### config.mk
export PLATFORM = sky130hd
export DESIGN_NAME = sstf_ctrl
export DESIGN_NICKNAME = d
export VERILOG_FILES = /design/src/rtl/sstf_pkg.sv /design/src/rtl/sstf_fifo.sv /design/src/rtl/sstf_crc16.sv /design/src/rtl/sstf_ctrl.sv
export VERILOG_INCLUDE_DIRS = /design/src /design/src/rtl
export SDC_FILE = /design/constraint.sdc
export NUM_CORES = 1
export LEC_CHECK = 0
export BUFFER_PORTS_ARGS = -buffer_cell sky130_fd_sc_hd__clkbuf_2
export CORE_ASPECT_RATIO = 1.75
export CORE_UTILIZATION = 45
export CTS_CLUSTER_DIAMETER = 30
export DETAILED_ROUTE_END_ITERATION = 12
export PLACE_DENSITY = 0.6
export RECOVER_POWER = 100
export SLEW_MARGIN = 20
export SYNTH_ARGS = -nofsm -noshare
export SYNTH_HDL_FRONTEND = slang
export SYNTH_HIERARCHICAL = 1
export SYNTH_SLANG_ARGS = --single-unit
### constraint.sdc
create_clock -name clk -period 6.5 [get_ports clk]
set_input_delay 0 -clock clk [delete_from_list [all_inputs] [get_ports clk]]
set_output_delay 0 -clock clk [all_outputs]
set_load 0.02 [all_outputs]
### src/rtl/sstf_map.svh
`ifndef SSTF_MAP_SVH
`define SSTF_MAP_SVH
// clock and MFM half-cell timing
`define SSTF_CLK_NS      50
`define SSTF_HC_NS       100
`define SSTF_HC_CLKS     ((`SSTF_HC_NS + `SSTF_CLK_NS - 1) / `SSTF_CLK_NS)
`define SSTF_CELLS       16
// address mark bytes and the A1 pattern with its clock bit omitted
`define SSTF_AM_LEAD     8'hA1
`define SSTF_AM_ID       8'hFE
`define SSTF_AM_DATA     8'hF8
`define SSTF_MARK_CELLS  16'h4489
`define SSTF_MISS_MASK   16'h0020
// crc-16, x^16 + x^12 + x^5 + 1
`define SSTF_CRC_POLY    16'h1021
`define SSTF_CRC_INIT    16'hFFFF
// track layout
`define SSTF_NSEC        32
`define SSTF_SEC_BYTES   256
`define SSTF_INTERLEAVE  4
`define SSTF_GAP1_LEN    16
`define SSTF_GAP1_MIN    12
`define SSTF_GAP2_LEN    16
`define SSTF_GAP3_LEN    16
`define SSTF_GAP3_MIN    8
`define SSTF_SYNC_LEN    12
`define SSTF_SYNC_BYTE   8'h00
`define SSTF_FILL_BYTE   8'h4E
`define SSTF_AM_LEN      2
`define SSTF_ID_LEN      3
`define SSTF_CRC_LEN     2
// head byte flag positions
`define SSTF_HB_BAD      7
`define SSTF_HB_CYL9     6
`define SSTF_HB_CYL8     5
`define SSTF_FIFO_DEPTH  8
`endif

### src/rtl/sstf_pkg.sv
`default_nettype none
package sstf_pkg;
  // one sector identity as written into or read from an ID field
  typedef struct packed {
    logic [9:0] cyl;
    logic [3:0] head;
    logic [7:0] sector;
    logic       bad;
  } sstf_id_s;

  typedef enum logic [3:0] {
    F_IDLE, F_WAIT_IDX, F_GAP1, F_SYNC_ID, F_AM_ID, F_ID, F_CRC_ID,
    F_GAP2, F_SYNC_DAT, F_AM_DAT, F_DATA, F_CRC_DAT, F_GAP3, F_GAP4
  } sstf_fmt_e;

  typedef enum logic [2:0] {
    R_HUNT, R_AM, R_ID, R_IDCRC, R_DATA, R_DCRC
  } sstf_rd_e;
endpackage : sstf_pkg
`default_nettype wire

### src/rtl/sstf_fifo.sv
`timescale 1ns/1ps
`default_nettype none
module sstf_fifo #(
  parameter int W = 8,
  parameter int D = 8
) (
  input  wire logic         clk,
  input  wire logic         rst_n,
  input  wire logic         in_valid,
  output logic              in_ready,
  input  wire logic [W-1:0] in_data,
  output logic              out_valid,
  input  wire logic         out_ready,
  output logic [W-1:0]      out_data
);
  localparam int AW = $clog2(D);
  logic [W-1:0] mem_r [D];
  logic [AW:0]  wp_r;
  logic [AW:0]  rp_r;

  // full when pointers differ only in the wrap bit
  assign in_ready  = !((wp_r[AW] != rp_r[AW]) &&
                       (wp_r[AW-1:0] == rp_r[AW-1:0]));
  assign out_valid = (wp_r != rp_r);
  assign out_data  = mem_r[rp_r[AW-1:0]];

  // storage write
  always_ff @(posedge clk) begin
    if (in_valid && in_ready) begin
      mem_r[wp_r[AW-1:0]] <= in_data;
    end
  end

  // pointers
  always_ff @(posedge clk) begin
    if (!rst_n) begin
      wp_r <= '0;
      rp_r <= '0;
    end else begin
      if (in_valid && in_ready) begin
        wp_r <= wp_r + 1'b1;
      end
      if (out_valid && out_ready) begin
        rp_r <= rp_r + 1'b1;
      end
    end
  end
endmodule : sstf_fifo
`default_nettype wire

### src/rtl/sstf_crc16.sv
`timescale 1ns/1ps
`default_nettype none
`include "sstf_map.svh"
module sstf_crc16 (
  input  wire logic        clk,
  input  wire logic        rst_n,
  input  wire logic        init,
  input  wire logic        en,
  input  wire logic [7:0]  data,
  output logic [15:0]      crc
);
  logic [15:0] crc_r;
  logic [15:0] stage [9];

  // preset first when a mark starts the field
  assign stage[0] = init ? `SSTF_CRC_INIT : crc_r;
  assign crc      = crc_r;

  // one shift stage per data bit, msb first
  genvar i;
  generate
    for (i = 0; i < 8; i++) begin : g_bit
      logic fb;
      assign fb = stage[i][15] ^ data[7-i];
      assign stage[i+1] = {stage[i][14:0], 1'b0} ^
                          (fb ? `SSTF_CRC_POLY : 16'h0000);
    end
  endgenerate

  // register update
  always_ff @(posedge clk) begin
    if (!rst_n) begin
      crc_r <= `SSTF_CRC_INIT;
    end else if (en) begin
      crc_r <= stage[8];
    end else if (init) begin
      crc_r <= `SSTF_CRC_INIT;
    end
  end
endmodule : sstf_crc16
`default_nettype wire

### src/rtl/sstf_ctrl.sv
`timescale 1ns/1ps
`default_nettype none
`include "sstf_map.svh"
module sstf_ctrl #(
  parameter int         NSEC      = `SSTF_NSEC,
  parameter int         SEC_BYTES = `SSTF_SEC_BYTES,
  parameter int         IL        = `SSTF_INTERLEAVE,
  parameter int         GAP1_LEN  = `SSTF_GAP1_LEN,
  parameter int         GAP2_LEN  = `SSTF_GAP2_LEN,
  parameter int         GAP3_LEN  = `SSTF_GAP3_LEN,
  parameter int         SYNC_LEN  = `SSTF_SYNC_LEN,
  parameter logic [7:0] SYNC_BYTE = `SSTF_SYNC_BYTE,
  parameter logic [7:0] FILL_BYTE = `SSTF_FILL_BYTE,
  parameter int         FIFO_D    = `SSTF_FIFO_DEPTH
) (
  input  wire logic              clk,
  input  wire logic              rst_n,
  input  wire logic              index_n,
  output logic                   wr_gate,
  output logic                   wr_data,
  input  wire logic              rd_data,
  input  wire logic              fmt_start,
  input  wire sstf_pkg::sstf_id_s fmt_id,
  input  wire logic [NSEC-1:0]   fmt_bad_mask,
  input  wire logic              fmt_valid,
  output logic                   fmt_ready,
  input  wire logic [7:0]        fmt_byte,
  output logic                   fmt_busy,
  output logic                   fmt_done,
  output logic                   fmt_overrun,
  output logic                   fmt_underrun,
  input  wire logic              rd_en,
  output sstf_pkg::sstf_id_s     id_out,
  output logic                   id_valid,
  output logic                   id_bad,
  output logic                   id_crc_err,
  output logic [7:0]             dat_byte,
  output logic                   dat_valid,
  output logic                   dat_ok,
  output logic                   dat_crc_err
);
  localparam int HC = `SSTF_HC_CLKS;
  localparam int SW = (NSEC > 1) ? $clog2(NSEC) : 1;
  localparam int G1 = (GAP1_LEN < `SSTF_GAP1_MIN) ? `SSTF_GAP1_MIN
                                                  : GAP1_LEN;
  localparam int G3 = (GAP3_LEN < `SSTF_GAP3_MIN) ? `SSTF_GAP3_MIN
                                                  : GAP3_LEN;

  // ---- pin synchronisers: change counts when stages two and three agree
  logic [2:0] idx_s_r;
  logic [2:0] rds_s_r;
  logic       idx_lvl_r;
  logic       idx_lvl_d_r;
  logic       rd_lvl_r;
  logic       rd_lvl_d_r;
  logic       idx_fall;
  logic       rd_pulse;

  always_ff @(posedge clk) begin
    if (!rst_n) begin
      idx_s_r     <= 3'h7;
      rds_s_r     <= 3'h0;
      idx_lvl_r   <= 1'b1;
      idx_lvl_d_r <= 1'b1;
      rd_lvl_r    <= 1'b0;
      rd_lvl_d_r  <= 1'b0;
    end else begin
      idx_s_r     <= {idx_s_r[1:0], index_n};
      rds_s_r     <= {rds_s_r[1:0], rd_data};
      if (idx_s_r[1] == idx_s_r[2]) begin
        idx_lvl_r <= idx_s_r[2];
      end
      if (rds_s_r[1] == rds_s_r[2]) begin
        rd_lvl_r <= rds_s_r[2];
      end
      idx_lvl_d_r <= idx_lvl_r;
      rd_lvl_d_r  <= rd_lvl_r;
    end
  end

  assign idx_fall = idx_lvl_d_r & ~idx_lvl_r;
  assign rd_pulse = ~rd_lvl_d_r & rd_lvl_r;

  // ---- MFM encoder for one byte, clock bit is nor of neighbours
  function automatic logic [15:0] mfm_enc(input logic [7:0] b,
                                          input logic p);
    logic [15:0] w;
    logic        q;
    w = 16'h0000;
    q = p;
    for (int k = 7; k >= 0; k--) begin
      w[2*k+1] = ~(q | b[k]);
      w[2*k]   = b[k];
      q        = b[k];
    end
    return w;
  endfunction : mfm_enc

  // ---- write side state
  sstf_pkg::sstf_fmt_e f_st_r;
  sstf_pkg::sstf_id_s  req_r;
  logic [15:0]         f_cnt_r;
  logic [5:0]          f_sec_r;
  logic [7:0]          cur_byte;
  logic                is_mark;
  logic                f_active;
  logic [15:0]         f_len;
  logic                hc_en;
  logic [3:0]          hc_cnt_r;
  logic [3:0]          cell_r;
  logic [15:0]         wsh_r;
  logic                prev_r;
  logic                bnd;
  logic [7:0]          sec_num;
  logic [15:0]         wcrc;
  logic                fifo_v;
  logic [7:0]          fifo_d;
  logic                fifo_pop;
  logic                wcrc_en;

  assign f_active = (f_st_r != sstf_pkg::F_IDLE) &&
                    (f_st_r != sstf_pkg::F_WAIT_IDX);
  assign hc_en    = (hc_cnt_r == 4'(HC - 1));
  assign bnd      = f_active && hc_en && (cell_r == 4'hF);
  assign fmt_busy = (f_st_r != sstf_pkg::F_IDLE);

  // interleave mapping from physical slot to sector number
  assign sec_num = 8'((f_sec_r % IL) * (NSEC / IL) + f_sec_r / IL);

  // byte due in the current slot
  always_comb begin
    cur_byte = 8'h00;
    is_mark  = 1'b0;
    case (f_st_r)
      sstf_pkg::F_GAP1, sstf_pkg::F_GAP2,
      sstf_pkg::F_GAP3, sstf_pkg::F_GAP4: cur_byte = FILL_BYTE;
      sstf_pkg::F_SYNC_ID, sstf_pkg::F_SYNC_DAT: cur_byte = SYNC_BYTE;
      sstf_pkg::F_AM_ID, sstf_pkg::F_AM_DAT: begin
        is_mark  = (f_cnt_r == 16'h0000);
        cur_byte = is_mark ? `SSTF_AM_LEAD :
                   (f_st_r == sstf_pkg::F_AM_ID) ? `SSTF_AM_ID
                                                 : `SSTF_AM_DATA;
      end
      sstf_pkg::F_ID: begin
        case (f_cnt_r[1:0])
          2'h0: cur_byte = req_r.cyl[7:0];
          2'h1: begin
            cur_byte = {1'b0, 1'b0, 1'b0, 1'b0, req_r.head};
            cur_byte[`SSTF_HB_BAD]  = fmt_bad_mask[sec_num[SW-1:0]];
            cur_byte[`SSTF_HB_CYL9] = req_r.cyl[9];
            cur_byte[`SSTF_HB_CYL8] = req_r.cyl[8];
          end
          default: cur_byte = sec_num;
        endcase
      end
      sstf_pkg::F_DATA: cur_byte = fifo_v ? fifo_d : 8'h00;
      sstf_pkg::F_CRC_ID, sstf_pkg::F_CRC_DAT:
        cur_byte = (f_cnt_r == 16'h0000) ? wcrc[15:8] : wcrc[7:0];
      default: cur_byte = 8'h00;
    endcase
  end

  // length of each field in bytes
  always_comb begin
    case (f_st_r)
      sstf_pkg::F_GAP1: f_len = 16'(G1);
      sstf_pkg::F_SYNC_ID, sstf_pkg::F_SYNC_DAT: f_len = 16'(SYNC_LEN);
      sstf_pkg::F_AM_ID, sstf_pkg::F_AM_DAT: f_len = 16'(`SSTF_AM_LEN);
      sstf_pkg::F_ID: f_len = 16'(`SSTF_ID_LEN);
      sstf_pkg::F_CRC_ID, sstf_pkg::F_CRC_DAT: f_len = 16'(`SSTF_CRC_LEN);
      sstf_pkg::F_GAP2: f_len = 16'(GAP2_LEN);
      sstf_pkg::F_DATA: f_len = 16'(SEC_BYTES);
      sstf_pkg::F_GAP3: f_len = 16'(G3);
      default: f_len = 16'hFFFF;
    endcase
  end

  assign fifo_pop = bnd && (f_st_r == sstf_pkg::F_DATA);
  assign wcrc_en  = bnd && ((f_st_r == sstf_pkg::F_AM_ID) ||
                    (f_st_r == sstf_pkg::F_AM_DAT) ||
                    (f_st_r == sstf_pkg::F_ID) ||
                    (f_st_r == sstf_pkg::F_DATA));

  // data field bytes queue here until their slot comes round
  sstf_fifo #(
    .W (8),
    .D (FIFO_D)
  ) u_fifo (
    .clk       (clk),
    .rst_n     (rst_n),
    .in_valid  (fmt_valid),
    .in_ready  (fmt_ready),
    .in_data   (fmt_byte),
    .out_valid (fifo_v),
    .out_ready (fifo_pop),
    .out_data  (fifo_d)
  );

  // crc over mark, ID and data bytes, preset at each A1
  sstf_crc16 u_wcrc (
    .clk   (clk),
    .rst_n (rst_n),
    .init  (bnd && is_mark),
    .en    (wcrc_en),
    .data  (cur_byte),
    .crc   (wcrc)
  );

  // format sequencer
  always_ff @(posedge clk) begin
    if (!rst_n) begin
      f_st_r       <= sstf_pkg::F_IDLE;
      f_cnt_r      <= 16'h0000;
      f_sec_r      <= 6'h00;
      req_r        <= '0;
      fmt_done     <= 1'b0;
      fmt_overrun  <= 1'b0;
      fmt_underrun <= 1'b0;
    end else begin
      fmt_done     <= 1'b0;
      fmt_overrun  <= 1'b0;
      fmt_underrun <= fifo_pop && !fifo_v;
      if (f_st_r == sstf_pkg::F_IDLE) begin
        if (fmt_start) begin
          f_st_r <= sstf_pkg::F_WAIT_IDX;
          req_r  <= fmt_id;
        end
      end else if (f_st_r == sstf_pkg::F_WAIT_IDX) begin
        if (idx_fall) begin
          f_st_r  <= sstf_pkg::F_GAP1;
          f_cnt_r <= 16'h0000;
          f_sec_r <= 6'h00;
        end
      end else if (idx_fall) begin
        f_st_r      <= sstf_pkg::F_IDLE;
        fmt_done    <= (f_st_r == sstf_pkg::F_GAP4);
        fmt_overrun <= (f_st_r != sstf_pkg::F_GAP4);
      end else if (bnd && (f_cnt_r != f_len - 16'h0001)) begin
        f_cnt_r <= f_cnt_r + 16'h0001;
      end else if (bnd) begin
        f_cnt_r <= 16'h0000;
        case (f_st_r)
          sstf_pkg::F_GAP1:     f_st_r <= sstf_pkg::F_SYNC_ID;
          sstf_pkg::F_SYNC_ID:  f_st_r <= sstf_pkg::F_AM_ID;
          sstf_pkg::F_AM_ID:    f_st_r <= sstf_pkg::F_ID;
          sstf_pkg::F_ID:       f_st_r <= sstf_pkg::F_CRC_ID;
          sstf_pkg::F_CRC_ID:   f_st_r <= sstf_pkg::F_GAP2;
          sstf_pkg::F_GAP2:     f_st_r <= sstf_pkg::F_SYNC_DAT;
          sstf_pkg::F_SYNC_DAT: f_st_r <= sstf_pkg::F_AM_DAT;
          sstf_pkg::F_AM_DAT:   f_st_r <= sstf_pkg::F_DATA;
          sstf_pkg::F_DATA:     f_st_r <= sstf_pkg::F_CRC_DAT;
          sstf_pkg::F_CRC_DAT:  f_st_r <= sstf_pkg::F_GAP3;
          sstf_pkg::F_GAP3: begin
            if (f_sec_r == 6'(NSEC - 1)) begin
              f_st_r <= sstf_pkg::F_GAP4;
            end else begin
              f_st_r  <= sstf_pkg::F_SYNC_ID;
              f_sec_r <= f_sec_r + 6'h01;
            end
          end
          default: f_st_r <= f_st_r;
        endcase
      end
    end
  end

  // half-cell divider, restarted at index so bytes line up with it
  always_ff @(posedge clk) begin
    if (!rst_n) begin
      hc_cnt_r <= 4'h0;
      cell_r   <= 4'hF;
    end else if (f_st_r == sstf_pkg::F_WAIT_IDX) begin
      hc_cnt_r <= 4'h0;
      cell_r   <= 4'hF;
    end else if (hc_en) begin
      hc_cnt_r <= 4'h0;
      cell_r   <= cell_r + 4'h1;
    end else begin
      hc_cnt_r <= hc_cnt_r + 4'h1;
    end
  end

  // cell shifter: one MFM cell out per half-cell
  always_ff @(posedge clk) begin
    if (!rst_n) begin
      wsh_r   <= 16'h0000;
      prev_r  <= 1'b0;
      wr_data <= 1'b0;
      wr_gate <= 1'b0;
    end else if (!f_active || idx_fall) begin
      wsh_r   <= 16'h0000;
      prev_r  <= 1'b0;
      wr_data <= 1'b0;
      wr_gate <= 1'b0;
    end else if (hc_en) begin
      wr_gate <= 1'b1;
      wr_data <= wsh_r[15];
      if (bnd) begin
        wsh_r  <= mfm_enc(cur_byte, prev_r) &
                  ~(is_mark ? `SSTF_MISS_MASK : 16'h0000);
        prev_r <= cur_byte[0];
      end else begin
        wsh_r <= {wsh_r[14:0], 1'b0};
      end
    end
  end

  // ---- read side: cell recovery re-phased on every flux pulse
  sstf_pkg::sstf_rd_e r_st_r;
  logic [3:0]          rdiv_r;
  logic                rone_r;
  logic                rtick;
  logic [15:0]         rsh_r;
  logic [15:0]         rsh_nxt;
  logic [3:0]          rbit_r;
  logic [8:0]          rcnt_r;
  logic [7:0]          rbyte;
  logic                rbyte_ev;
  logic                rmark;
  logic [15:0]         rcrc;
  logic                id_ok_r;
  logic                chk_id_r;
  logic                chk_dat_r;
  sstf_pkg::sstf_id_s  id_hold_r;

  assign rtick    = (rdiv_r == 4'(HC - 1));
  assign rsh_nxt  = {rsh_r[14:0], rone_r | rd_pulse};
  assign rmark    = rtick && rd_en && (r_st_r == sstf_pkg::R_HUNT) &&
                    (rsh_nxt == `SSTF_MARK_CELLS);
  assign rbyte_ev = rtick && (rbit_r == 4'hF) &&
                    (r_st_r != sstf_pkg::R_HUNT);

  // data bits sit in the even cell positions
  genvar gi;
  generate
    for (gi = 0; gi < 8; gi++) begin : g_dec
      assign rbyte[gi] = rsh_nxt[2*gi];
    end
  endgenerate

  // half-cell timing and cell shift register
  always_ff @(posedge clk) begin
    if (!rst_n) begin
      rdiv_r <= 4'h0;
      rone_r <= 1'b0;
      rsh_r  <= 16'h0000;
    end else if (rtick) begin
      rdiv_r <= 4'h0;
      rone_r <= 1'b0;
      rsh_r  <= rsh_nxt;
    end else if (rd_pulse) begin
      rdiv_r <= 4'h0;
      rone_r <= 1'b1;
    end else begin
      rdiv_r <= rdiv_r + 4'h1;
    end
  end

  sstf_crc16 u_rcrc (
    .clk   (clk),
    .rst_n (rst_n),
    .init  (rmark),
    .en    (rmark || rbyte_ev),
    .data  (rmark ? `SSTF_AM_LEAD : rbyte),
    .crc   (rcrc)
  );

  // field parser
  always_ff @(posedge clk) begin
    if (!rst_n) begin
      r_st_r    <= sstf_pkg::R_HUNT;
      rbit_r    <= 4'h0;
      rcnt_r    <= 9'h000;
      id_hold_r <= '0;
      chk_id_r  <= 1'b0;
      chk_dat_r <= 1'b0;
      dat_byte  <= 8'h00;
      dat_valid <= 1'b0;
    end else begin
      chk_id_r  <= 1'b0;
      chk_dat_r <= 1'b0;
      dat_valid <= 1'b0;
      if (rtick) begin
        rbit_r <= rbit_r + 4'h1;
      end
      if (!rd_en) begin
        r_st_r <= sstf_pkg::R_HUNT;
      end else if (rmark) begin
        r_st_r <= sstf_pkg::R_AM;
        rbit_r <= 4'h0;
        rcnt_r <= 9'h000;
      end else if (rbyte_ev) begin
        rcnt_r <= rcnt_r + 9'h001;
        case (r_st_r)
          sstf_pkg::R_AM: begin
            rcnt_r <= 9'h000;
            if (rbyte == `SSTF_AM_ID) begin
              r_st_r <= sstf_pkg::R_ID;
            end else if (rbyte == `SSTF_AM_DATA && id_ok_r) begin
              r_st_r <= sstf_pkg::R_DATA;
            end else begin
              r_st_r <= sstf_pkg::R_HUNT;
            end
          end
          sstf_pkg::R_ID: begin
            if (rcnt_r == 9'h000) begin
              id_hold_r.cyl[7:0] <= rbyte;
            end else if (rcnt_r == 9'h001) begin
              id_hold_r.head   <= rbyte[3:0];
              id_hold_r.cyl[9] <= rbyte[`SSTF_HB_CYL9];
              id_hold_r.cyl[8] <= rbyte[`SSTF_HB_CYL8];
              id_hold_r.bad    <= rbyte[`SSTF_HB_BAD];
            end else begin
              id_hold_r.sector <= rbyte;
              r_st_r <= sstf_pkg::R_IDCRC;
              rcnt_r <= 9'h000;
            end
          end
          sstf_pkg::R_DATA: begin
            dat_byte  <= rbyte;
            dat_valid <= 1'b1;
            if (rcnt_r == 9'(SEC_BYTES - 1)) begin
              r_st_r <= sstf_pkg::R_DCRC;
              rcnt_r <= 9'h000;
            end
          end
          sstf_pkg::R_IDCRC, sstf_pkg::R_DCRC: begin
            if (rcnt_r == 9'h001) begin
              r_st_r    <= sstf_pkg::R_HUNT;
              chk_id_r  <= (r_st_r == sstf_pkg::R_IDCRC);
              chk_dat_r <= (r_st_r == sstf_pkg::R_DCRC);
            end
          end
          default: r_st_r <= sstf_pkg::R_HUNT;
        endcase
      end
    end
  end

  // crc verdicts, two cycles after the last crc byte
  always_ff @(posedge clk) begin
    if (!rst_n) begin
      id_ok_r     <= 1'b0;
      id_out      <= '0;
      id_valid    <= 1'b0;
      id_bad      <= 1'b0;
      id_crc_err  <= 1'b0;
      dat_ok      <= 1'b0;
      dat_crc_err <= 1'b0;
    end else begin
      id_valid    <= chk_id_r && (rcrc == 16'h0000);
      id_bad      <= chk_id_r && (rcrc == 16'h0000) && id_hold_r.bad;
      id_crc_err  <= chk_id_r && (rcrc != 16'h0000);
      dat_ok      <= chk_dat_r && (rcrc == 16'h0000);
      dat_crc_err <= chk_dat_r && (rcrc != 16'h0000);
      if (chk_id_r) begin
        id_ok_r <= (rcrc == 16'h0000) && !id_hold_r.bad;
        id_out  <= id_hold_r;
      end else if (chk_dat_r || !rd_en) begin
        id_ok_r <= 1'b0;
      end
    end
  end
endmodule : sstf_ctrl
`default_nettype wire

**After elaboration in Yosys (flattened, before gate mapping)**

Memory sizes are Yosys's and may differ from the RTL's. A register that Yosys moved wholly into a read port is not among the register bits.
Cells that the tools add are included.

- Equality and inequality tests: 52
- Mux-type cells: 80
- Add/subtract/negate cells: 11
- Reduce and logical (&&, ||, !) cells: 76
- $mul: 0
- Bitwise logic cells: 64
- $lt $le $gt $ge: 1
- Shift-type cells: 0
- Divide/modulo/power cells: 0

Operators by type and width:

| cell | number |
|---|---|
| $xor 16x16->16 | 16 |
| $mux 13 | 16 |
| $mux 16 | 10 |
| $mux 4 | 13 |
| $mux 6 | 8 |
| $mux 9 | 5 |
| $pmux 4 s11 | 1 |
| $pmux 8 s5 | 1 |
| $eq 4x4->1 const B | 8 |
| $logic_not 16->1 | 2 |
| $mux 3 | 9 |
| $pmux 9 s3 | 1 |
| $add 4x1->4 const B | 6 |
| $mux 8 | 3 |
| $logic_and 1x1->1 | 23 |
| $reduce_and 5->1 | 4 |
| $not 1->1 | 19 |
| $ne 3x3->1 const B | 6 |
| $add 16x1->16 const B | 1 |
| $and 16x16->16 | 1 |
| $eq 16x15->1 const B | 1 |
| $eq 4x3->1 const B | 4 |
| $eq 8x8->1 const B | 2 |
| $ne 16x16->1 | 1 |
| 50 further kinds | 123 |

- Memory bits (writable): 64
- Bits in registers: 219
- Bits in read-only memories: 256
- Latch bits: 0
- Memories kept: 2

Memories:

| memory | depth | width | read ports | clocked after Yosys merged registers in | wr ports | RTL line | text |
|---|---|---|---|---|---|---|---|
| (name not given) | 16 | 16 | 1 | 1 | 0 | sstf_ctrl.sv:165 | `case (f_st_r)` |
| u_fifo.mem_r | 8 | 8 | 1 | 1 | 1 | sstf_fifo.sv:17 | `logic [W-1:0] mem_r [D];` |

**Longest topological paths before layout**

Gate-level depths: netlist of run 1.

- Depth in word-level cells: 31
- Mapped depth: 14
- Gate-level depth less buffers: 14

**Hierarchy**

Netlist of run 1, hierarchy kept.

Modules (own cells, without submodules):

| module | cells an instance | area an instance (um^2) | instances |
|---|---|---|---|
| sstf_ctrl | 1,045 | 8,807.2 | 1 |
| sstf_fifo | 178 | 3,244.4 | 1 |
| sstf_crc16 | 147 | 1,102.3 | 2 |

**Least setup slack after synthesis of run 1**

Ideal clock, no wire load.

- Path type: reg-to-reg
- Start point: reg, netlist name f_len[0]
- End point: reg, netlist name f_len[0]
- Buffers on the path: 0
- Arrival time: 3.134 ns
- Library setup time: 0.123 ns
- Required time: 6.377 ns
- Path slack: 3.244 ns
- Cell stages (with the launch flop): 15
- Cells stage by stage: dfxtp_1 inv_1 ha_1 ha_1 or3b_2 a22o_1 a2111oi_2 o2111a_2 a41oi_1 a22o_1 or2_2 ha_1 inv_1 or2_0 o21ai_0

- Word-level cells in the longest chain between the ends: 7

Ends and longest elaborated chain:

| what | RTL line | text |
|---|---|---|
| $sub 16x1->16 | sstf_ctrl.sv:238 | `end else if (bnd && (f_cnt_r != f_len - 16'h0001)) begin` |
| $ne 16x16->1 | sstf_ctrl.sv:238 |  |
| $logic_and 1x1->1 | sstf_ctrl.sv:238 |  |
| $ne 3x3->1 (no source line) | - |  |
| $reduce_and 5->1 (no source line) | - |  |
| $mux 4 (no source line) (2 in a row) | - |  |

Every way passes these cells.
A chain may end at the register's enable or synchronous reset.

**Worst setup path in the final report of run 1**

- Start point: reg f_cnt_r[0]
- End point: reg u_wcrc.crc_r[1], in the netlist u_wcrc/crc[1]

- Elaborated cells between the ends (all ways): 23
- Those cells by class: 1 x eq/ne; 9 x mux; 10 x bitwise; 3 x reduce/logical

RTL lines:

| what | RTL line | text |
|---|---|---|
| start: declaration | sstf_ctrl.sv:102 | `logic [15:0] f_cnt_r;` |
| start signal: assignment | sstf_ctrl.sv:239 | `f_cnt_r <= f_cnt_r + 16'h0001;` |
| $logic_not 16->1, or another cell as far along | sstf_ctrl.sv:139, sstf_ctrl.sv:158 |  |
| $mux 8, or another cell as far along | sstf_ctrl.sv:158 | `cur_byte = (f_cnt_r == 16'h0000) ? wcrc[15:8] : wcrc[7:0];` |
| $pmux 8 s5 (*) | sstf_ctrl.sv:134 | `case (f_st_r)` |
| named net cur_byte[1] | sstf_ctrl.sv:104 | `logic [7:0] cur_byte;` |
| $xor 1x1->1 (*) | sstf_crc16.sv:24 | `assign fb = stage[i][15] ^ data[7-i];` |
| $mux 13 (*) | sstf_crc16.sv:26 | `` (fb ? `SSTF_CRC_POLY : 16'h0000); `` |
| $xor 16x16->16 (*) (2 in a row) | sstf_crc16.sv:25 | `assign stage[i+1] = {stage[i][14:0], 1'b0} ^` |
| $mux 16 (*) | sstf_crc16.sv:34 | `end else if (en) begin` |
| end signal: assignment | sstf_crc16.sv:33 | `` crc_r <= `SSTF_CRC_INIT; `` |
| end signal: assignment | sstf_crc16.sv:35 | `crc_r <= stage[8];` |
| end signal: assignment | sstf_crc16.sv:37 | `` crc_r <= `SSTF_CRC_INIT; `` |
| end: declaration | sstf_crc16.sv:12 | `logic [15:0] crc_r;` |

The timed path passes the listed nets; every way through them passes the cells marked *.

==> flow_summary.yaml, run 1 <==
synth:
  synth_compound_area_share_pct: 13.7
  yosysSeqAreaShare_pct: 45.5
  synthArstFlopShare_pct: 0
  synthMuxAreaShare_pct: 10.0
  yosysTopAreaCellShare_pct: 32.0
  synth_ff_type: "dfxtp_1"
  yosys_warnings: 6
  syn_area_per_cell_um2: 9.40
  synthXorXnorAreaFrac_pct: 5.03
  synth_nets: 1609
  synthTopCellsByArea: "dfxtp_1 32%, edfxtp_1 13%, mux2i_1 4.8%, nor2_1 4.7%, nand2_1 4.6%"
  synth_edf_count: 64
  syn_area_mm2: 0.0143
  synth_top_family_by_area: "simple AND/OR/NAND/NOR gates"
  synth_common_cells: "228 x dfxtp_1, 177 x nor2_1, 176 x nand2_1"
  synthCells: 1517
  synth_area_leader_cell: "dfxtp_1"
  ys_types: 93
  synth_fa_ha_area_share_pct: 1.93
  ys_ff_latch: 292
  synthSimpleGateAreaFrac_pct: 20.1
  yosysMostFrequentCell: "dfxtp_1"
floorplanning:
  die_x_um: 137
  core_mm2: 0.0309
  placementRows: 85
  die-area_mm2: 0.0324
  io_pins: 114
  start_util_pct: 46.1
  die_h_um: 237
route:
  drt_wl_total_mm: 36.7
  vias: 11500
  ant_nets: 0
  drt_iter0_drc: 518
  route.detailed.drc: 0
  wl_per_cell_um: 18.0
  first_pass_iters: 5
  via_per_inst: 5.63
cts:
  postCtsHoldBufs: 27
  cts_sinks: 292
  cts_max_path_buffers: 3
  cts_setup_buffers: 0
  cts_resized: 0
  clk_latency_ns: 0.55
  clkSlewWorstSetupHoldPaths_ns: 0.05
  cts_tree: "yes"
  root_buffer: "clkbuf_16"
  cts_made_buffers: 47
  htree_num_levels: 2
timing:
  fin_crit_sh_pct: 75.0
  tns_ns: 0
  tightestPinTransition_ns: 3.49
  finalSetupViolations: 0
  clock.fmax_mhz: 205
  rsz0062_at_grt: "no"
  finalWorstSetupSlack_ns: 1.63
  finalClockSkew_ns: 0.0166
  drv_slew: 163
  hold_viol: 0
  period_needed_ns: 4.87
  relSlewSlack_pct: -133
worst_setup_path:
  r2r_cells: 13
  timing.critical_path.slowest_cell_delay_ns: 0.91
  endpoint_kind: "flop"
  crit_top_cell: "inv_1"
  critPathArrivalTime_ns: 5.17
  crit_chain: "inv_1 > ha_1 > nor3b_1 > nand4_1 > clkbuf_1 > mux2i_1 > nor2_1 > a2111oi_0 > inv_1 > xnor2_1 > or3_1 > a21boi_0 > o21ai_0"
  crit_type: "flop to flop"
  r2r-start: "f_cnt_r[0]$_SDFFE_PN0P_"
  worst_path_max_delay_cell: "a2111oi_0"
  critPathLaunchType: "flop"
  r2r_setup_slack_ns: 1.63
  timing.rr.end: "u_wcrc/crc[1]$_SDFF_PN1_"
  crit_required_ns: 6.80
  cp_max_fo: 12
placed_design:
  io_buffers: 104
  hpwl_mm: 25.6
  post-place-ws_ns: 2.31
  finalWeightedCongestion: 0.898
hold_path:
  whs_path_depth: 3
  hold_start: "fmt_start"
  min_path_type: "input port to flop"
  holdPathEnd: "f_st_r[0]$_SDFFE_PN0N_"
power_and_ir_drop:
  power.leakage_nw: 5.91
  irDropWorstVdd_v: 0.000238
  cellPowerDensity_mw_per_mm2: 307
layout:
  drive_gt1_share_pct: 11.4
  n_antenna_cell: 0
  layout.nets: 1708
  syn_to_final_growth_pct: 17.1
global_route:
  grt_usage_pct: 23.0
  grtUsageMet2_pct: 42.5
  grt-busiest-layer: "met2"
  grt_pass1_wl_mm: 58.4
  gr-total-overflow: 0
  grt_start_max_net_pins: 82
  antenna_found_initial: 0
  grt_use_met1_pct: 24.3
  grt_pass1_vias: 11600
  grtUsageMet3_pct: 3.54
flow_run:
  cap_violations: 6
status:
  violations: "capacitance limit, slew limit"
  status: "finished with violations"
==> where the power goes <==
| group | total [W] | switching, W | internal, W |
|---|---|---|---|
| Combinational | 0.000607 | 0.000387 | 0.000220 |
| Clock | 0.00250 | 0.000972 | 0.00153 |
| Sequential | 0.00202 | 0.0000926 | 0.00193 |
==> cells in the final DEF (no fill, tap or decap), types with 17 or more instances in the layout <==
cell type and count:
a21oi_1 104, clkbuf_1 62, clkbuf_16 47, clkbuf_2 51, dfxtp_1 228, dlygate4sd3_1 27
edfxtp_1 64, ha_1 22, inv_1 31, mux2i_1 68, nand2_1 176, nand2b_1 26
nand3_1 37, nand4_1 20, nor2_1 177, nor3_1 29, nor4_1 17, o21ai_0 61
or3_1 27, xnor2_1 49, xor2_1 31
==> logic make-up after synthesis <==
logic type,Yosys count
AOI/OAI and AO/OA,294
xor gates and xnor gates,81
adders and majority gates,22
buffers and inverters,128
DFF,292
muxes,104
and+or+nand+nor,596
==> worst max-delay path, delay by kind of cell, from the launching register on <==
family                     cells  cell delay [ns]
muxes                          1             0.37
DFF                            1             0.47
xor gates and xnor gates       1             0.22
and+or+nand+nor                4             0.87
AOI/OAI and AO/OA              3             1.22
buffers and inverters          3             1.06
adders and majority gates      1             0.40
==> metrics by stage <==
| stage | instance area [um2] | instances | hold slack, ns | util (%) | power [W] |
|---|---|---|---|---|---|
| 2_1_floorplan | 14300 | 1517 | 0.0762 | - | 0.00247 |
| 3_3_place_gp | 15000 | 1931 | 0.189 | 48.5 | 0.00265 |
| 3_5_place_dp | 15000 | 1931 | 0.189 | 48.5 | 0.00266 |
| 4_1_cts | 16900 | 2044 | 0.0629 | 54.5 | 0.00519 |
| 5_1_grt | 16700 | 2044 | 0.101 | 54.0 | 0.00533 |
| 6_report | 16700 | 2044 | 0.100 | 54.0 | 0.00513 |
==> worst max-delay path by stage <==
stage / startpoint / end / depth (start not counted)
after detailed placement: flop / u_wcrc/crc[5]$_SDFF_PN1_ / 8
after global routing: f_cnt_r[0]$_SDFFE_PN0P_ / u_wcrc/crc[1]$_SDFF_PN1_ / 13
final: f_cnt_r[0]$_SDFFE_PN0P_ / u_wcrc/crc[1]$_SDFF_PN1_ / 13
after CTS: flop / u_wcrc/crc[5]$_SDFF_PN1_ / 8
after global placement: flop / u_wcrc/crc[5]$_SDFF_PN1_ / 8
after floorplan: f_len[0]$_DFF_P_ / f_len[0]$_DFF_P_ / 14
==> sequential cells by signal, summed over array words and instances, names as in the netlist, 6 cells and up, named ones only <==
signal / cells
rcnt_r: 9
id_hold_r: 23
req_r: 14
f_cnt_r: 16
f_sec_r: 6
u_rcrc/crc: 16
rsh_r: 15
u_wcrc/crc: 16
dat_byte: 8
wsh_r: 16
u_fifo/mem_r: 64
f_len: 6
id_out: 23
==> cell type report <==
type	instances	area (um2)
repair buffers	146	811
inverters	32	121
flip-flops and latches	292	6490
well taps	391	489
multi-input cells	1097	7200
fillers	2846	14200
clock inverters	37	407
clock buffers	49	1180
==> metal layers <==
| metal | part of all wire [%] | up-vias |
|---|---|---|
| met5 | 0 | - |
| met4 | 5.2 | 0 |
| met1 | 38 | 5454 |
| met3 | 4.2 | 113 |
| li1 | - | 5658 |
| met2 | 53 | 279 |
Note: power is estimated with default switching activity, not from simulation.
==> run 2, diff against run 1 <==
==> constraint.sdc (replaced) <==
create_clock -name clk -period 5.1 [get_ports clk]
set_input_delay 0 -clock clk [delete_from_list [all_inputs] [get_ports clk]]
set_output_delay 0 -clock clk [all_outputs]
set_load 0.02 [all_outputs]
==> run 2 against run 1 <==
  * The run still ends with capacitance limit, slew limit left
  * Non-clock buffer count rose by 10
  * Power is 21% higher
  * Sequential cell count stayed put
  * Critical endpoint is now u_wcrc/crc[15]$_SDFF_PN1_
==> flow_summary.yaml, run 2 (synthesis results as in run 1) <==
status:
  status: "finished with violations"
  violations: "capacitance limit, slew limit"
power_and_ir_drop:
  power.total_w: 0.00620
  power.leakage_nw: 5.85
  cellPowerDensity_mw_per_mm2: 375
  irDropWorstVdd_v: 0.000267
timing:
  clock.fmax_mhz: 233
  fin_crit_sh_pct: 84.3
  fin_hold_ws_ns: 0.124
  relSlewSlack_pct: -75.0
  drv_slew: 154
  finalSetupViolations: 0
  finalClockSkew_ns: 0.0192
  hold_viol: 0
  rsz0062_at_grt: "no"
  tns_ns: 0
  tightestPinTransition_ns: 2.63
  period_needed_ns: 4.30
worst_setup_path:
  r2r-start: "f_cnt_r[0]$_SDFFE_PN0P_"
  critPathLaunchType: "flop"
  cp_max_fo: 12
  r2r_setup_slack_ns: 0.80
  timing.rr.end: "u_wcrc/crc[15]$_SDFF_PN1_"
  endpoint_kind: "flop"
  critPathArrivalTime_ns: 4.60
  crit_required_ns: 5.40
  r2r_cells: 11
  crit_type: "flop to flop"
flow_run:
  cap_violations: 3
route:
  wl_per_cell_um: 18.0
  first_pass_iters: 6
  drt_iter0_drc: 724
  route.detailed.drc: 0
  vias: 11500
  ant_nets: 0
  via_per_inst: 5.64
  drt_wl_total_mm: 36.7
global_route:
  grt_start_max_net_pins: 87
  antenna_found_initial: 0
  grt_usage_pct: 23.2
  grt_pass1_vias: 11400
  gr-total-overflow: 0
  grt_pass1_wl_mm: 58.7
floorplanning:
  start_util_pct: 46.1
  die_x_um: 137
  die_h_um: 237
  io_pins: 114
  core_mm2: 0.0309
  die-area_mm2: 0.0324
  placementRows: 85
layout:
  n_antenna_cell: 0
  layout.nets: 1714
  mostFrequentLayoutCell: "dfxtp_1"
  fill_cells: 2842
  drive_gt1_share_pct: 11.0
  largest_register_ffs: 64
  syn_to_final_growth_pct: 16.1
  layout_common_cells: "228 x dfxtp_1, 177 x nor2_1, 176 x nand2_1"
cts:
  cts_max_path_buffers: 3
  clk_latency_ns: 0.54
  cts_sinks: 292
  htree_num_levels: 2
  cts_setup_buffers: 0
  clkSlewWorstSetupHoldPaths_ns: 0.06
  root_buffer: "clkbuf_16"
  cts_tree: "yes"
  postCtsHoldBufs: 28
  cts_resized: 0
  cts_made_buffers: 43
placed_design:
  finalWeightedCongestion: 0.893
  hpwl_mm: 26.2
  io_buffers: 104
hold_path:
  whs_path_depth: 3
  holdPathEnd: "f_st_r[0]$_SDFFE_PN0N_"
  hold_start: "fmt_start"
  min_path_type: "input port to flop"
## run 2: cell types whose count changed in the layout (fill, tap and decap cells not counted), sizes merged
cell and delta:
inv -4, bufinv -2, buf +3, dlygate4sd3 +1, clkbuf +5, clkinvlp -5
## run 2: routing by layer
| metal | up-vias | track usage, % | wire, um |
|---|---|---|---|
| met4 | 0 | 11.8 | 1750 |
| met3 | 107 | 3.43 | 1580 |
| li1 | 5659 | - | - |
| met2 | 295 | 43.1 | 19600 |
| met5 | - | 0 | 0 |
| met1 | 5462 | 24.7 | 13800 |
## run 2: cell type report
type                       instances  area, um2  share of cell area, %
sequential                       292       6490                   39.2
tap                              391        489                   2.96
multi-input combinational       1097       7190                   43.5
inverter                          32        121                  0.733
timing repair buffer             156        867                   5.24
clock buffer                      48       1140                   6.86
clock inverter                    26        260                   1.57
## run 2: metrics by stage
stage	std cells	instance area, um2	setup WS, ns	util [%]
floorplan	1517	14300	1.84	-
global placement	1940	15100	1.19	48.7
detailed placement	1940	15100	1.13	48.7
CTS	2042	16700	1.09	54.1
global route	2042	16600	0.558	53.5
finish	2042	16600	0.800	53.5
## run 2: worst max-delay path: stages, from the launching register on
cell,delay (ns)
dfxtp_1,0.48
inv_1,0.08
ha_1,0.36
nor3b_1,0.22
nand4_1,0.12
clkbuf_1,0.72
mux2i_1,0.24
o2111ai_1,0.89
xor2_1,0.30
or3_1,0.42
a21oi_1,0.15
o31ai_1,0.08
## run 2: worst max-delay path by stage
| stage | to | slack, ns | cells after the start | startpoint |
|---|---|---|---|---|
| after floorplan | f_len[0]$_DFF_P_ | 1.84 | 14 | f_len[0]$_DFF_P_ |
| after global placement | u_wcrc/crc[12]$_SDFF_PN1_ | 1.19 | 8 | f_sec_r[2]$_SDFFE_PN0P_ |
| after detailed placement | u_wcrc/crc[12]$_SDFF_PN1_ | 1.13 | 8 | f_sec_r[2]$_SDFFE_PN0P_ |
| after CTS | u_wcrc/crc[12]$_SDFF_PN1_ | 1.09 | 8 | f_sec_r[2]$_SDFFE_PN0P_ |
| after global routing | u_wcrc/crc[15]$_SDFF_PN1_ | 0.56 | 11 | f_cnt_r[0]$_SDFFE_PN0P_ |
| final | u_wcrc/crc[15]$_SDFF_PN1_ | 0.80 | 11 | f_cnt_r[0]$_SDFFE_PN0P_ |
## run 2: report_power, final
group	internal (W)	total [W]	switching (W)
logic	0.000286	0.000792	0.000506
registers	0.00246	0.00257	0.000107
clock network	0.00173	0.00284	0.00111
total	0.00448	0.00620	0.00172
==> run 3, diff against run 2 <==
==> constraint.sdc (replaced) <==
create_clock -name clk -period 4.5 [get_ports clk]
set_input_delay 0 -clock clk [delete_from_list [all_inputs] [get_ports clk]]
set_output_delay 0 -clock clk [all_outputs]
set_load 0.02 [all_outputs]
==> run 3 against run 2 <==
  * The run still ends with capacitance limit, slew limit left
  * Clock power rose by 30%
  * Clock skew fell by 0.0016 ns
  * Critical path depth fell by 3
  * Critical path type unchanged
  * Critical endpoint is now u_wcrc/crc[12]$_SDFF_PN1_
  * Largest cell class unchanged
==> flow_summary.yaml, run 3 (synthesis results as in run 1) <==
flow_run:
  cap_violations: 3
worst_setup_path:
  critPathLaunchType: "flop"
  critPathBufInv: 0
  endpoint_kind: "flop"
  timing.rr.end: "u_wcrc/crc[12]$_SDFF_PN1_"
  worst_path_dominant_cell_family: "multiplexers"
  crit_chain: "mux4_2 > mux4_2 > mux2_2 > nand3_1 > o2111ai_1 > or3_1 > a211o_1 > a311o_1"
  timing.critical_path.slowest_cell_delay_ns: 0.80
  crit_top_cell: "mux4_2"
  crit_required_ns: 4.94
  r2r-start: "f_sec_r[2]$_SDFFE_PN0P_"
  crit_type: "flop to flop"
  r2r_cells: 8
  r2r_setup_slack_ns: 0.39
  worst_path_max_delay_cell: "dfxtp_1"
  cp_max_fo: 12
  critPathArrivalTime_ns: 4.55
cts:
  cts_sinks: 292
  cts_made_buffers: 46
  cts_tree: "yes"
  htree_num_levels: 2
  root_buffer: "clkbuf_16"
  clkSlewWorstSetupHoldPaths_ns: 0.06
  clk_latency_ns: 0.56
  postCtsHoldBufs: 28
  cts_setup_buffers: 0
  cts_max_path_buffers: 3
  cts_resized: 0
placed_design:
  post-place-ws_ns: 0.565
  hpwl_mm: 27.2
  io_buffers: 104
  finalWeightedCongestion: 0.921
route:
  ant_nets: 0
  drt_wl_total_mm: 38.5
  wl_per_cell_um: 18.7
  first_pass_iters: 5
  route.detailed.drc: 0
  vias: 11700
  via_per_inst: 5.69
  drt_iter0_drc: 648
floorplanning:
  start_util_pct: 46.1
  io_pins: 114
  die-area_mm2: 0.0324
  die_x_um: 137
  die_h_um: 237
  core_mm2: 0.0309
  placementRows: 85
global_route:
  grt_pass1_vias: 11600
  grt_start_max_net_pins: 66
  grt_usage_pct: 24.1
  antenna_found_initial: 0
  grt_pass1_wl_mm: 60.3
  gr-total-overflow: 0
layout:
  fin_util_pct: 54.4
  n_antenna_cell: 0
  mostFrequentLayoutCell: "dfxtp_1"
  syn_to_final_growth_pct: 18.1
  layout.nets: 1722
  layout_common_cells: "228 x dfxtp_1, 177 x nor2_1, 176 x nand2_1"
  drive_gt1_share_pct: 12.0
  largest_register_ffs: 64
  fill_cells: 2805
power_and_ir_drop:
  power.total_w: 0.00752
  switchingPower_w: 0.00209
  power.leakage_nw: 6.00
  intPower_w: 0.00543
  clkPwrFrac_pct: 49.0
  pwr-share-comb_pct: 12.2
  cellPowerDensity_mw_per_mm2: 446
  irDropWorstVdd_v: 0.000335
  swShare_pct: 27.8
  pwr-share-seq_pct: 38.8
status:
  status: "finished with violations"
  violations: "capacitance limit, slew limit"
timing:
  tns_ns: 0
  tightestPinTransition_ns: 2.29
  clock.fmax_mhz: 243
  finalWorstSetupSlack_ns: 0.392
  hold_viol: 0
  finalClockSkew_ns: 0.0176
  relSlewSlack_pct: -54.5
  period_needed_ns: 4.11
  drv_slew: 64
  rsz0062_at_grt: "no"
  finalSetupViolations: 0
  fin_crit_sh_pct: 91.3
hold_path:
  min_path_type: "input port to flop"
  holdPathEnd: "f_st_r[0]$_SDFFE_PN0N_"
  whs_path_depth: 3
  hold_start: "fmt_start"
[run 3: worst max path at each step]
stage | from | endpoint | cells after the start
floorplan | f_len[0]$_DFF_P_ | f_len[0]$_DFF_P_ | 14
global placement | f_sec_r[2]$_SDFFE_PN0P_ | u_wcrc/crc[12]$_SDFF_PN1_ | 8
detailed placement | f_sec_r[2]$_SDFFE_PN0P_ | u_wcrc/crc[12]$_SDFF_PN1_ | 8
CTS | f_sec_r[2]$_SDFFE_PN0P_ | u_wcrc/crc[12]$_SDFF_PN1_ | 8
global route | f_sec_r[2]$_SDFFE_PN0P_ | u_wcrc/crc[12]$_SDFF_PN1_ | 8
finish | f_sec_r[2]$_SDFFE_PN0P_ | u_wcrc/crc[12]$_SDFF_PN1_ | 8
[run 3: worst register-to-register path: cells and delay by family, from the launching register on]
family           cells  cell delay, ns
multiplexers         3            1.44
flip-flops           1            0.80
AND/OR/NAND/NOR      2            0.65
AO/OA/AOI/OAI        3            1.11
[run 3: power groups by stage]
| stage | registers, W | logic (W) | clock network (W) |
|---|---|---|---|
| final | 0.00292 | 0.000915 | 0.00369 |
| after global routing | 0.00293 | 0.00100 | 0.00386 |
| after CTS | 0.00291 | 0.000932 | 0.00375 |
| after detailed placement | 0.00297 | 0.000906 | 0 |
| after global placement | 0.00297 | 0.000892 | 0 |
| after floorplan | 0.00290 | 0.000668 | 0 |
[run 3: layout make-up]
type / count / area [um2] / area share [%]
clock buffer: 53 / 1230 / 7.30
tap: 391 / 489 / 2.90
clock inverter: 31 / 397 / 2.36
timing repair buffer: 161 / 911 / 5.41
sequential: 292 / 6490 / 38.5
multi-input combinational: 1097 / 7210 / 42.8
inverter: 32 / 121 / 0.721
[run 3: per-stage QoR]
step                std cells  hold slack, ns  area [um2]
floorplan                1517          0.0762       14300
global placement         1945           0.188       15100
detailed placement       1945           0.190       15100
CTS                      2057          0.0997       17000
global route             2057           0.119       16800
finish                   2057           0.124       16800
[run 3: routing by layer]
metal  routed length [um]  up-vias  track usage (%)
li1                     -     5668                -
met1                14300     5621             24.6
met2                20800      306             45.7
met3                 1530      101             3.60
met4                 1860        0             12.8
met5                    0        -                0
